**config.mk**
```make
export PLATFORM = sky130hd
export DESIGN_NAME = gate_ctrl
export DESIGN_NICKNAME = d
export VERILOG_FILES = /design/src/verilog/gate_ctrl_pkg.sv /design/src/verilog/pin_status_if.sv /design/src/verilog/gate_ctrl.sv /design/src/verilog/pin_sync.sv
export VERILOG_INCLUDE_DIRS = /design/src /design/src/verilog
export SDC_FILE = /design/constraint.sdc
export NUM_CORES = 1
export LEC_CHECK = 0
export ABC_AREA = 1
export BUFFER_PORTS_ARGS = -buffer_cell sky130_fd_sc_hd__buf_2
export CAP_MARGIN = 20
export CORE_MARGIN = 1.5
export CORE_UTILIZATION = 29
export DETAILED_ROUTE_END_ITERATION = 10
export SLEW_MARGIN = 20
export SYNTH_ARGS = -nofsm -noshare
export SYNTH_HDL_FRONTEND = slang
export SYNTH_SLANG_ARGS = --single-unit
export TNS_END_PERCENT = 1
```
**constraint.sdc**
```tcl
create_clock -name mclk_i -period 4.4 [get_ports mclk_i]
set_input_delay 0.66 -clock mclk_i [delete_from_list [all_inputs] [get_ports mclk_i]]
set_output_delay 0.66 -clock mclk_i [all_outputs]
set_load 0.05 [all_outputs]
```
**src/verilog/gate_ctrl_params.svh**
```systemverilog
`ifndef GATE_CTRL_PARAMS_SVH
`define GATE_CTRL_PARAMS_SVH

// ----------------------------------------------------------------------------
// Timing in nanoseconds, derived cycle counts and a fixed recover cycle count.
// ----------------------------------------------------------------------------
`define GC_CLK_PERIOD_NS          20
`define GC_DEGLITCH_TIME_NS       40
`define GC_FAULT_MUTE_TIME_NS     2000
`define GC_RESET_FILTER_TIME_NS   1000
`define GC_DEGLITCH_CYC   ((`GC_DEGLITCH_TIME_NS + `GC_CLK_PERIOD_NS - 1) / `GC_CLK_PERIOD_NS)
`define GC_MUTE_CYC       ((`GC_FAULT_MUTE_TIME_NS + `GC_CLK_PERIOD_NS - 1) / `GC_CLK_PERIOD_NS)
`define GC_FILTER_CYC     ((`GC_RESET_FILTER_TIME_NS + `GC_CLK_PERIOD_NS - 1) / `GC_CLK_PERIOD_NS)
`define GC_RECOVER_CYC    16

// ----------------------------------------------------------------------------
// Reset values of pin drives and status, and counter zero and one constants.
// ----------------------------------------------------------------------------
`define GC_PIN_RST        1'b0
`define GC_SYNC_RST       2'h1
`define GC_CNT_ZERO       16'h0000
`define GC_CNT_ONE        16'h0001

`endif

```
**src/verilog/gate_ctrl_pkg.sv**
```systemverilog
package gate_ctrl_pkg;

  typedef enum logic [1:0] {
    ST_RUN     = 2'b00,
    ST_MUTE    = 2'b01,
    ST_RESET   = 2'b10,
    ST_RECOVER = 2'b11
  } clear_state_t;

  typedef enum logic [1:0] {
    MODE_NONINV    = 2'b00,
    MODE_INTERLOCK = 2'b01,
    MODE_INVERTING = 2'b10
  } pwm_mode_t;

endpackage

```
**src/verilog/pin_status_if.sv**
```systemverilog
`timescale 1ns/1ps

interface pin_status_if;
  logic fault_n;
  logic power_good;

  modport src (output fault_n, output power_good);
  modport dst (input fault_n, input power_good);
endinterface

```
**src/verilog/gate_ctrl.sv**
```systemverilog
`timescale 1ns/1ps
`include "gate_ctrl_params.svh"

// Operation
// - To clear a fault the controller pulls enable/reset low after the mute time and holds it for at least the reset filter time.
// - The controller always drives both PWM inputs and enable/reset, tying the inverting input low when it is unused.
// - In interlock mode the controller puts its own PWM on the noninverting input and the opposite switch's PWM on the inverting input.
// - In automatic reset the enable/reset pin follows the noninverting PWM, or the inverse of the PWM on the inverting input.
// - In automatic reset every PWM off-time is stretched beyond the reset filter time.
module gate_ctrl
  #(parameter int CNT_W       = 16,
    parameter int MUTE_CYC    = `GC_MUTE_CYC,
    parameter int FILTER_CYC  = `GC_FILTER_CYC,
    parameter int MIN_LVL_CYC = `GC_DEGLITCH_CYC)
  (
  input  wire logic                    mclk_i,
  input  wire logic                    rst_n_i,
  input  wire logic                    pwm_own_i,
  input  wire logic                    pwm_opp_i,
  input  wire gate_ctrl_pkg::pwm_mode_t mode_i,
  input  wire logic                    enable_i,
  input  wire logic                    auto_reset_i,
  input  wire logic                    fault_clear_i,
  input  wire logic                    fault_flag_n_i,
  input  wire logic                    power_good_i,
  output logic                         in_pos_o,
  output logic                         in_neg_o,
  output logic                         rst_en_o,
  output logic                         fault_o,
  output logic                         ready_o,
  output logic                         clear_busy_o
);
  import gate_ctrl_pkg::*;

  pin_status_if status ();

  pin_sync u_pin_sync (
    .mclk_i         (mclk_i),
    .rst_n_i        (rst_n_i),
    .fault_flag_n_i (fault_flag_n_i),
    .power_good_i   (power_good_i),
    .status         (status.src)
  );

  clear_state_t     state_r;
  clear_state_t     state_nxt;
  logic [CNT_W-1:0] wait_r;
  logic [CNT_W-1:0] wait_nxt;
  logic             clr_req_r;
  logic             clr_req_nxt;
  logic [CNT_W-1:0] off_r;
  logic [CNT_W-1:0] off_nxt;
  logic [CNT_W-1:0] lvl_r;
  logic [CNT_W-1:0] lvl_nxt;
  logic             gate_r;
  logic             gate_nxt;
  logic             pos_nxt;
  logic             neg_nxt;
  logic             rst_en_nxt;
  logic             fault_nxt;
  logic             ready_nxt;
  logic             busy_nxt;
  logic [CNT_W-1:0] off_min;

  assign off_min = CNT_W'(FILTER_CYC + 1);

  // --------------------------------------------------------------------------
  // Fault clear sequence.
  // --------------------------------------------------------------------------
  always_comb
  begin
    state_nxt   = state_r;
    wait_nxt    = wait_r;
    clr_req_nxt = clr_req_r | fault_clear_i;
    unique case (state_r)
      ST_RUN:
      begin
        clr_req_nxt = 1'b0;
        if (!status.fault_n && !auto_reset_i)
        begin
          state_nxt = ST_MUTE;
          wait_nxt  = `GC_CNT_ZERO;
        end
      end
      ST_MUTE:
      begin
        if (wait_r < CNT_W'(MUTE_CYC))
          wait_nxt = wait_r + `GC_CNT_ONE;
        else if (clr_req_r)
        begin
          state_nxt   = ST_RESET;
          wait_nxt    = `GC_CNT_ZERO;
          clr_req_nxt = 1'b0;
        end
      end
      ST_RESET:
      begin
        if (wait_r < CNT_W'(FILTER_CYC))
          wait_nxt = wait_r + `GC_CNT_ONE;
        else
        begin
          state_nxt = ST_RECOVER;
          wait_nxt  = `GC_CNT_ZERO;
        end
      end
      ST_RECOVER:
      begin
        if (status.fault_n)
          state_nxt = ST_RUN;
        else if (wait_r < CNT_W'(`GC_RECOVER_CYC))
          wait_nxt = wait_r + `GC_CNT_ONE;
        else
        begin
          state_nxt = ST_MUTE;
          wait_nxt  = `GC_CNT_ZERO;
        end
      end
    endcase
  end

  always_ff @(posedge mclk_i)
  begin
    if (!rst_n_i)
    begin
      state_r   <= ST_RUN;
      wait_r    <= `GC_CNT_ZERO;
      clr_req_r <= 1'b0;
    end
    else
    begin
      state_r   <= state_nxt;
      wait_r    <= wait_nxt;
      clr_req_r <= clr_req_nxt;
    end
  end

  // --------------------------------------------------------------------------
  // PWM shaping and pin drive.
  // --------------------------------------------------------------------------
  always_comb
  begin
    gate_nxt = gate_r;
    off_nxt  = off_r;
    lvl_nxt  = lvl_r;
    if (lvl_r < CNT_W'(MIN_LVL_CYC))
      lvl_nxt = lvl_r + `GC_CNT_ONE;
    else if (gate_r && !pwm_own_i)
    begin
      gate_nxt = 1'b0;
      lvl_nxt  = `GC_CNT_ZERO;
      off_nxt  = `GC_CNT_ZERO;
    end
    else if (!gate_r && pwm_own_i && (!auto_reset_i || off_r >= off_min))
    begin
      gate_nxt = 1'b1;
      lvl_nxt  = `GC_CNT_ZERO;
    end
    if (!gate_r && off_r < off_min)
      off_nxt = off_r + `GC_CNT_ONE;

    unique case (mode_i)
      MODE_INTERLOCK:
      begin
        pos_nxt = gate_nxt;
        neg_nxt = pwm_opp_i;
      end
      MODE_INVERTING:
      begin
        pos_nxt = 1'b1;
        neg_nxt = ~gate_nxt;
      end
      default:
      begin
        pos_nxt = gate_nxt;
        neg_nxt = 1'b0;
      end
    endcase

    if (auto_reset_i)
      rst_en_nxt = (mode_i == MODE_INVERTING) ? ~neg_nxt : pos_nxt;
    else
      rst_en_nxt = enable_i && (state_nxt != ST_RESET);

    fault_nxt = ~status.fault_n;
    ready_nxt = status.power_good;
    busy_nxt  = (state_nxt != ST_RUN);
  end

  always_ff @(posedge mclk_i)
  begin
    if (!rst_n_i)
    begin
      gate_r       <= `GC_PIN_RST;
      off_r        <= `GC_CNT_ZERO;
      lvl_r        <= `GC_CNT_ZERO;
      in_pos_o     <= `GC_PIN_RST;
      in_neg_o     <= `GC_PIN_RST;
      rst_en_o     <= `GC_PIN_RST;
      fault_o      <= `GC_PIN_RST;
      ready_o      <= `GC_PIN_RST;
      clear_busy_o <= `GC_PIN_RST;
    end
    else
    begin
      gate_r       <= gate_nxt;
      off_r        <= off_nxt;
      lvl_r        <= lvl_nxt;
      in_pos_o     <= pos_nxt;
      in_neg_o     <= neg_nxt;
      rst_en_o     <= rst_en_nxt;
      fault_o      <= fault_nxt;
      ready_o      <= ready_nxt;
      clear_busy_o <= busy_nxt;
    end
  end

endmodule

```
**src/verilog/pin_sync.sv**
```systemverilog
`timescale 1ns/1ps
`include "gate_ctrl_params.svh"

module pin_sync (
  input  wire logic   mclk_i,
  input  wire logic   rst_n_i,
  input  wire logic   fault_flag_n_i,
  input  wire logic   power_good_i,
  pin_status_if.src   status
);

  logic [1:0] meta_r;
  logic [1:0] meta_nxt;
  logic [1:0] sync_r;
  logic [1:0] sync_nxt;

  // --------------------------------------------------------------------------
  // Two flip-flop synchroniser for the open-drain indications.
  // --------------------------------------------------------------------------
  always_comb
  begin
    meta_nxt = {power_good_i, fault_flag_n_i};
    sync_nxt = meta_r;
  end

  always_ff @(posedge mclk_i)
  begin
    if (!rst_n_i)
    begin
      meta_r <= `GC_SYNC_RST;
      sync_r <= `GC_SYNC_RST;
    end
    else
    begin
      meta_r <= meta_nxt;
      sync_r <= sync_nxt;
    end
  end

  assign status.fault_n    = sync_r[0];
  assign status.power_good = sync_r[1];

endmodule
```
* Yosys cells after proc, flatten, opt, wreduce, memory -nomap -nowiden
Cells that the tools add are included.
Widths: inputs -> output; s select.
** Word-level totals
- Bits in latches :: 0
- Word-level logic and storage cells :: 84
- Memory bits (read-only) :: 0
- Output and inout bits :: 6
- Memory bits (writable) :: 0
- Memories :: 0
- Bits in registers :: 62
- Bits of input ports :: 11
** Operators by class
- Order comparisons :: 6
- Divide/modulo/power cells :: 0
- Reduce and logical (&&, ||, !) cells :: 17
- Shifts and indexed selects :: 0
- Equal/unequal tests :: 10
- Multiplexer cells :: 30
- $add $sub $neg :: 3
- Bitwise logic cells :: 4
- Multipliers :: 0
** Operators with widths (number)
- $mux 16 :: 12
- $pmux 16 s4 :: 1
- $add 16x1->16 const B :: 3
- $lt 16x6->1 const B :: 2
- $ge 16x6->1 const B :: 1
- $lt 16x2->1 const B :: 1
- $lt 16x5->1 const B :: 1
- $lt 16x7->1 const B :: 1
- $mux 2 :: 6
- $mux 1 :: 8
- $pmux 2 s4 :: 1
- $eq 2x2->1 const B :: 3
- $logic_and 1x1->1 :: 6
- $ne 2x2->1 const B :: 3
- $eq 2x1->1 const B :: 2
- $logic_not 1->1 :: 4
- $pmux 1 s2 :: 2
- $reduce_bool 2->1 :: 2
- $ne 3x3->1 const B :: 1
- $not 1->1 :: 3
- $reduce_and 3->1 :: 1
- $reduce_bool 3->1 :: 1
- $logic_not 2->1 :: 1
- $ne 2x1->1 const B :: 1
- other kinds (3) :: 3

* Longest topological paths before layout
- Word-level depth :: 11
- Mapped depth :: 14
- Mapped depth without buffers :: 14

* By module
From an unflattened synthesis, not the netlist that was laid out.
** Second synthesis, totals
- Cell total of the unflattened synthesis :: 318
- Area total of the unflattened synthesis :: 2542.4 sq um
** Modules (own cells, without submodules)
- gate_ctrl :: seq. area each 1161.1 sq um, cells each 306, area an instance 2432.3 sq um, times used 1
- pin_sync :: seq. area each 80.1 sq um, cells each 12, area an instance 110.1 sq um, times used 1

* Worst setup path before layout
No wires, ideal clock.
- Path kind :: input -> register
- Start point :: input auto_reset_i
- End point :: register wait_r[3]
- Required time :: 4278 ps
- Data arrival time :: 1453 ps
- Buffers on the path :: 0
- Library setup time :: 122 ps
- Cell stages on the path :: 8
- Slack :: 2825 ps
- Cell sequence :: o211ai_1 o21ai_0 inv_1 nand2_4 inv_6 nand2_1 xor2_1 nor2_1
** On the way
- Cells in the longest elaborated chain, start to end :: 4
** Ends and longest elaborated chain
- from (decl) :: RTL line gate_ctrl.sv:22 : input wire logic auto_reset_i,
- $logic_not 1->1 :: RTL line gate_ctrl.sv:79 : if (!status.fault_n && !auto_reset_i)
- $logic_and 1x1->1 :: RTL line gate_ctrl.sv:79
- $ne 2x2->1 (no line)
- $reduce_and 3->1 (no line)
- to (signal assigned) :: RTL line gate_ctrl.sv:126 : wait_r <= `GC_CNT_ZERO;
- to (signal assigned) :: RTL line gate_ctrl.sv:132 : wait_r <= wait_nxt;
- to (decl) :: RTL line gate_ctrl.sv:47 : logic [CNT_W-1:0] wait_r;
No other way between the ends.
A chain may end at the register's enable or synchronous reset.

* Final worst setup path
- Start point :: register off_r[0]
- End point :: register lvl_r[1]
** On the way
- Cells in the longest elaborated chain, start to end :: 4
** Ends and longest elaborated chain
- from (decl) :: RTL line gate_ctrl.sv:51 : logic [CNT_W-1:0] off_r;
- from (signal assigned) :: RTL line gate_ctrl.sv:194 : off_r <= `GC_CNT_ZERO;
- from (signal assigned) :: RTL line gate_ctrl.sv:206 : off_r <= off_nxt;
- $ge 16x6->1 :: RTL line gate_ctrl.sv:153 : else if (!gate_r && pwm_own_i && (!auto_reset_i || off_r >= off_min))
- $logic_or 1x1->1 :: RTL line gate_ctrl.sv:153
- $logic_and 1x1->1 :: RTL line gate_ctrl.sv:153
- $reduce_bool 3->1 (no line)
- to (signal assigned) :: RTL line gate_ctrl.sv:195 : lvl_r <= `GC_CNT_ZERO;
- to (signal assigned) :: RTL line gate_ctrl.sv:207 : lvl_r <= lvl_nxt;
- to (decl) :: RTL line gate_ctrl.sv:53 : logic [CNT_W-1:0] lvl_r;
No other way between the ends.

==> results.yml <==
outcome:
  status: "finished clean"
drt:
  drtPass1Iterations: 5
  viasPerCell: 4.336
  drtIter0Drc: 87
  ant_nets: 0
  drc: 0
  routed_wl_mm: 4.525
  vias: 1951
  detail_route.wl_per_cell_um: 10.06
logic_synthesis:
  synth_warnings: 0
  synth.net_count: 335
  yosysSeqAreaShare_pct: 48.77
  synth_cell_types: 41
  yosysTopAreaCell: "dfxtp_1"
  syn_area_per_cell_um2: 7.978
  synth-async-reset-ratio_pct: 0
  synth_area_um2: 2545
  synth_top_area_share_pct: 48.77
  synth_cells: 319
  synth-seq-cells: 62
  synth_ff_type: "dfxtp_1"
  synth-edff-count: 0
  synth_area_leaders: "dfxtp_1 49%, nand2_1 8.6%, inv_1 7.4%"
timing:
  setup_ws_ps: 2562
  hold_slack_ps: 415.1
  tns_ps: 0
  maxSlewViolCount: 0
  rsz0062_at_grt: "false"
  post-route-period-util_pct: 41.77
  hold_violations: 0
  worst_pin_slew_ps: 406.2
  maxSlewHeadroom_pct: 72.85
  setup-violations-final: 0
  fin_crit_ps: 1838
  max_freq_ghz: 0.5441
  worst_clock_skew_ps: 5.159
place:
  dp_hpwl_mm: 3.157
  pre_cts_slack_ps: 2385
  io_buffer_count: 16
  place_area_um2: 2723
  gp_congestion: 0.8015
worst_setup_path:
  path_class: "reg -> reg"
  start_kind: "flip-flop"
  required_ps: 4610
  cp.arrival_ps: 2040
  endpoint_kind: "flip-flop"
  cp_max_fo: 12
layout:
  num-fill-cells: 865
  multiInputGateArea_um2: 1050
  drive_above_1_share_pct: 17.10
  nets: 356
  final_cell_area_um2: 2938
  diodes: 0
  area_growth_pct: 15.44
  ff_latch_area_um2: 1241
clock_network:
  cts.path.max_buffers: 2
  clkTransAtPathRegs_ps: 70
  cts_made_buffers: 9
  cts_resized: 0
  htree_levels: 3
  tritoncts: "yes"
  post-cts-setup-buffers: 0
  cts.sinks: 62
  clock-root-buffer: "clkbuf_8"
  insertion_delay_ps: 330
  cts_hold_buffers: 0
die:
  dieArea_um2: 9347
  die_h_um: 96.68
  initial_utilization_pct: 30.51
  rows: 33
  core_um2: 8341
  fp.dieW_um: 96.68
  pin_count: 17
pwr:
  clkPwrFrac_pct: 41.2
  powerDensity_nw_per_um2: 449.8
  intPower_mw: 0.9701
  seqPwrFrac_pct: 45.8
  irDropWorstVdd_v: 0.0001424
  p_comb_share_pct: 13.0
  switching_share_pct: 26.59
  p_leak_nw: 1.258
  switching_power_mw: 0.3514
grt:
  first_global_vias: 1846
  grt_overflow: 0
  grt_max_degree: 38
  antenna_found_initial: 0
  grt_pass1_wl_mm: 8.045
  grt_use_total_pct: 10.56
job:
  maxCapViolCount: 0
hold_path:
  worstHoldPathType: "reg -> reg"
-- synth_stat cells (2+ instances only) --
cell and number:
nand3_1 13, nand2_4 3, nor2_1 40, nor2_2 2
nor3_1 23, or2_2 2, xor2_1 2, a21oi_2 2
nand2_1 58, inv_1 50, dfxtp_1 62, inv_2 2
o21ai_0 6, nand4_1 5, clkbuf_1 4, ha_1 5
nand2_2 2, a21oi_1 11, nand3_2 5
-- registers in the layout (all words and copies together) (netlist names) --
register / cells
ready_o: 1
gate_r: 1
u_pin_sync.sync_r: 2
wait_r: 16
off_r: 16
in_pos_o: 1
clear_busy_o: 1
fault_o: 1
in_neg_o: 1
lvl_r: 16
clr_req_r: 1
rst_en_o: 1
u_pin_sync.meta_r: 2
state_r: 2
-- worst max-delay path, stage by stage (launching register included) --
cell	delay, ps
dfxtp_1	400
ha_1	240
inv_1	50
nand2_1	70
nand3_1	130
nand3_2	120
nand3_1	60
nand2_1	320
inv_1	170
nand2_1	90
a21oi_1	50
-- power by group through the flow --
stage	Clock [mW]	Combinational [mW]	Sequential, mW
2_1_floorplan	0	0.124	0.630
3_5_place_dp	0	0.173	0.616
4_1_cts	0.560	0.173	0.604
5_1_grt	0.579	0.201	0.606
6_report	0.545	0.172	0.605
3_3_place_gp	0	0.171	0.616
-- cell families (layout without fill, tap and decap cells) --
logic type | after synthesis | after routing | share of synthesized area, %
flops | 62 | 62 | 48.77
buf+inv | 62 | 88 | 9.980
compound gates | 29 | 29 | 8.260
xor+xnor | 3 | 3 | 1.033
fa+ha+maj | 5 | 5 | 2.458
simple gates | 158 | 158 | 29.50
-- layout by cell type (no fill, tap or decap), types with 2 or more instances in the layout --
cell type  instances
o21ai_0            6
nand2_4            3
nand2_1           58
dfxtp_1           62
buf_2             16
clkbuf_8          10
xor2_1             2
bufinv_16          2
inv_2              2
inv_1             50
nand4_1            5
nand3_1           13
a21oi_2            2
nor2_2             2
clkinv_2           3
nor2_1            40
nor3_1            23
ha_1               5
nand3_2            5
nand2_2            2
a21oi_1           11
clkbuf_1           2
or2_2              2
-- final timing paths --
path | slack (ps) | start | to | cells past startpoint
worst min-delay path | 420 | u_pin_sync.meta_r[0] | u_pin_sync.sync_r[0] | 1
worst max-delay path | 2560 | off_r[0] | lvl_r[1] | 10
worst min register to register | 420 | u_pin_sync.meta_r[0] | u_pin_sync.sync_r[0] | 1
worst max register to register | 2560 | off_r[0] | lvl_r[1] | 10
-- layer usage --
metal	global-route usage (%)	vias to the layer above	part of all wire [%]
met2	15.98	26	43
li1	-	1051	-
met4	5.463	0	2.3
met5	0	-	0
met1	13.15	865	50
met3	3.829	9	4.7
-- final cells by class --
cell class / instances / area share [%]
well taps: 105 / 4.472
multi-input cells: 195 / 35.73
flip-flops and latches: 62 / 42.25
inverters: 55 / 7.240
clock buffers: 12 / 4.940
repair buffers: 17 / 2.981
clock inverters: 4 / 2.385
-- stage by stage --
| step | power (mW) | cells | utilization [%] |
|---|---|---|---|
| 6_report | 1.321 | 450 | 35.22 |
| 5_1_grt | 1.387 | 450 | 35.22 |
| 4_1_cts | 1.338 | 450 | 35.22 |
| 3_5_place_dp | 0.7894 | 434 | 32.64 |
| 3_3_place_gp | 0.7870 | 434 | 32.64 |
| 2_1_floorplan | 0.7539 | 319 | - |
(Power assumes the default switching activity.)
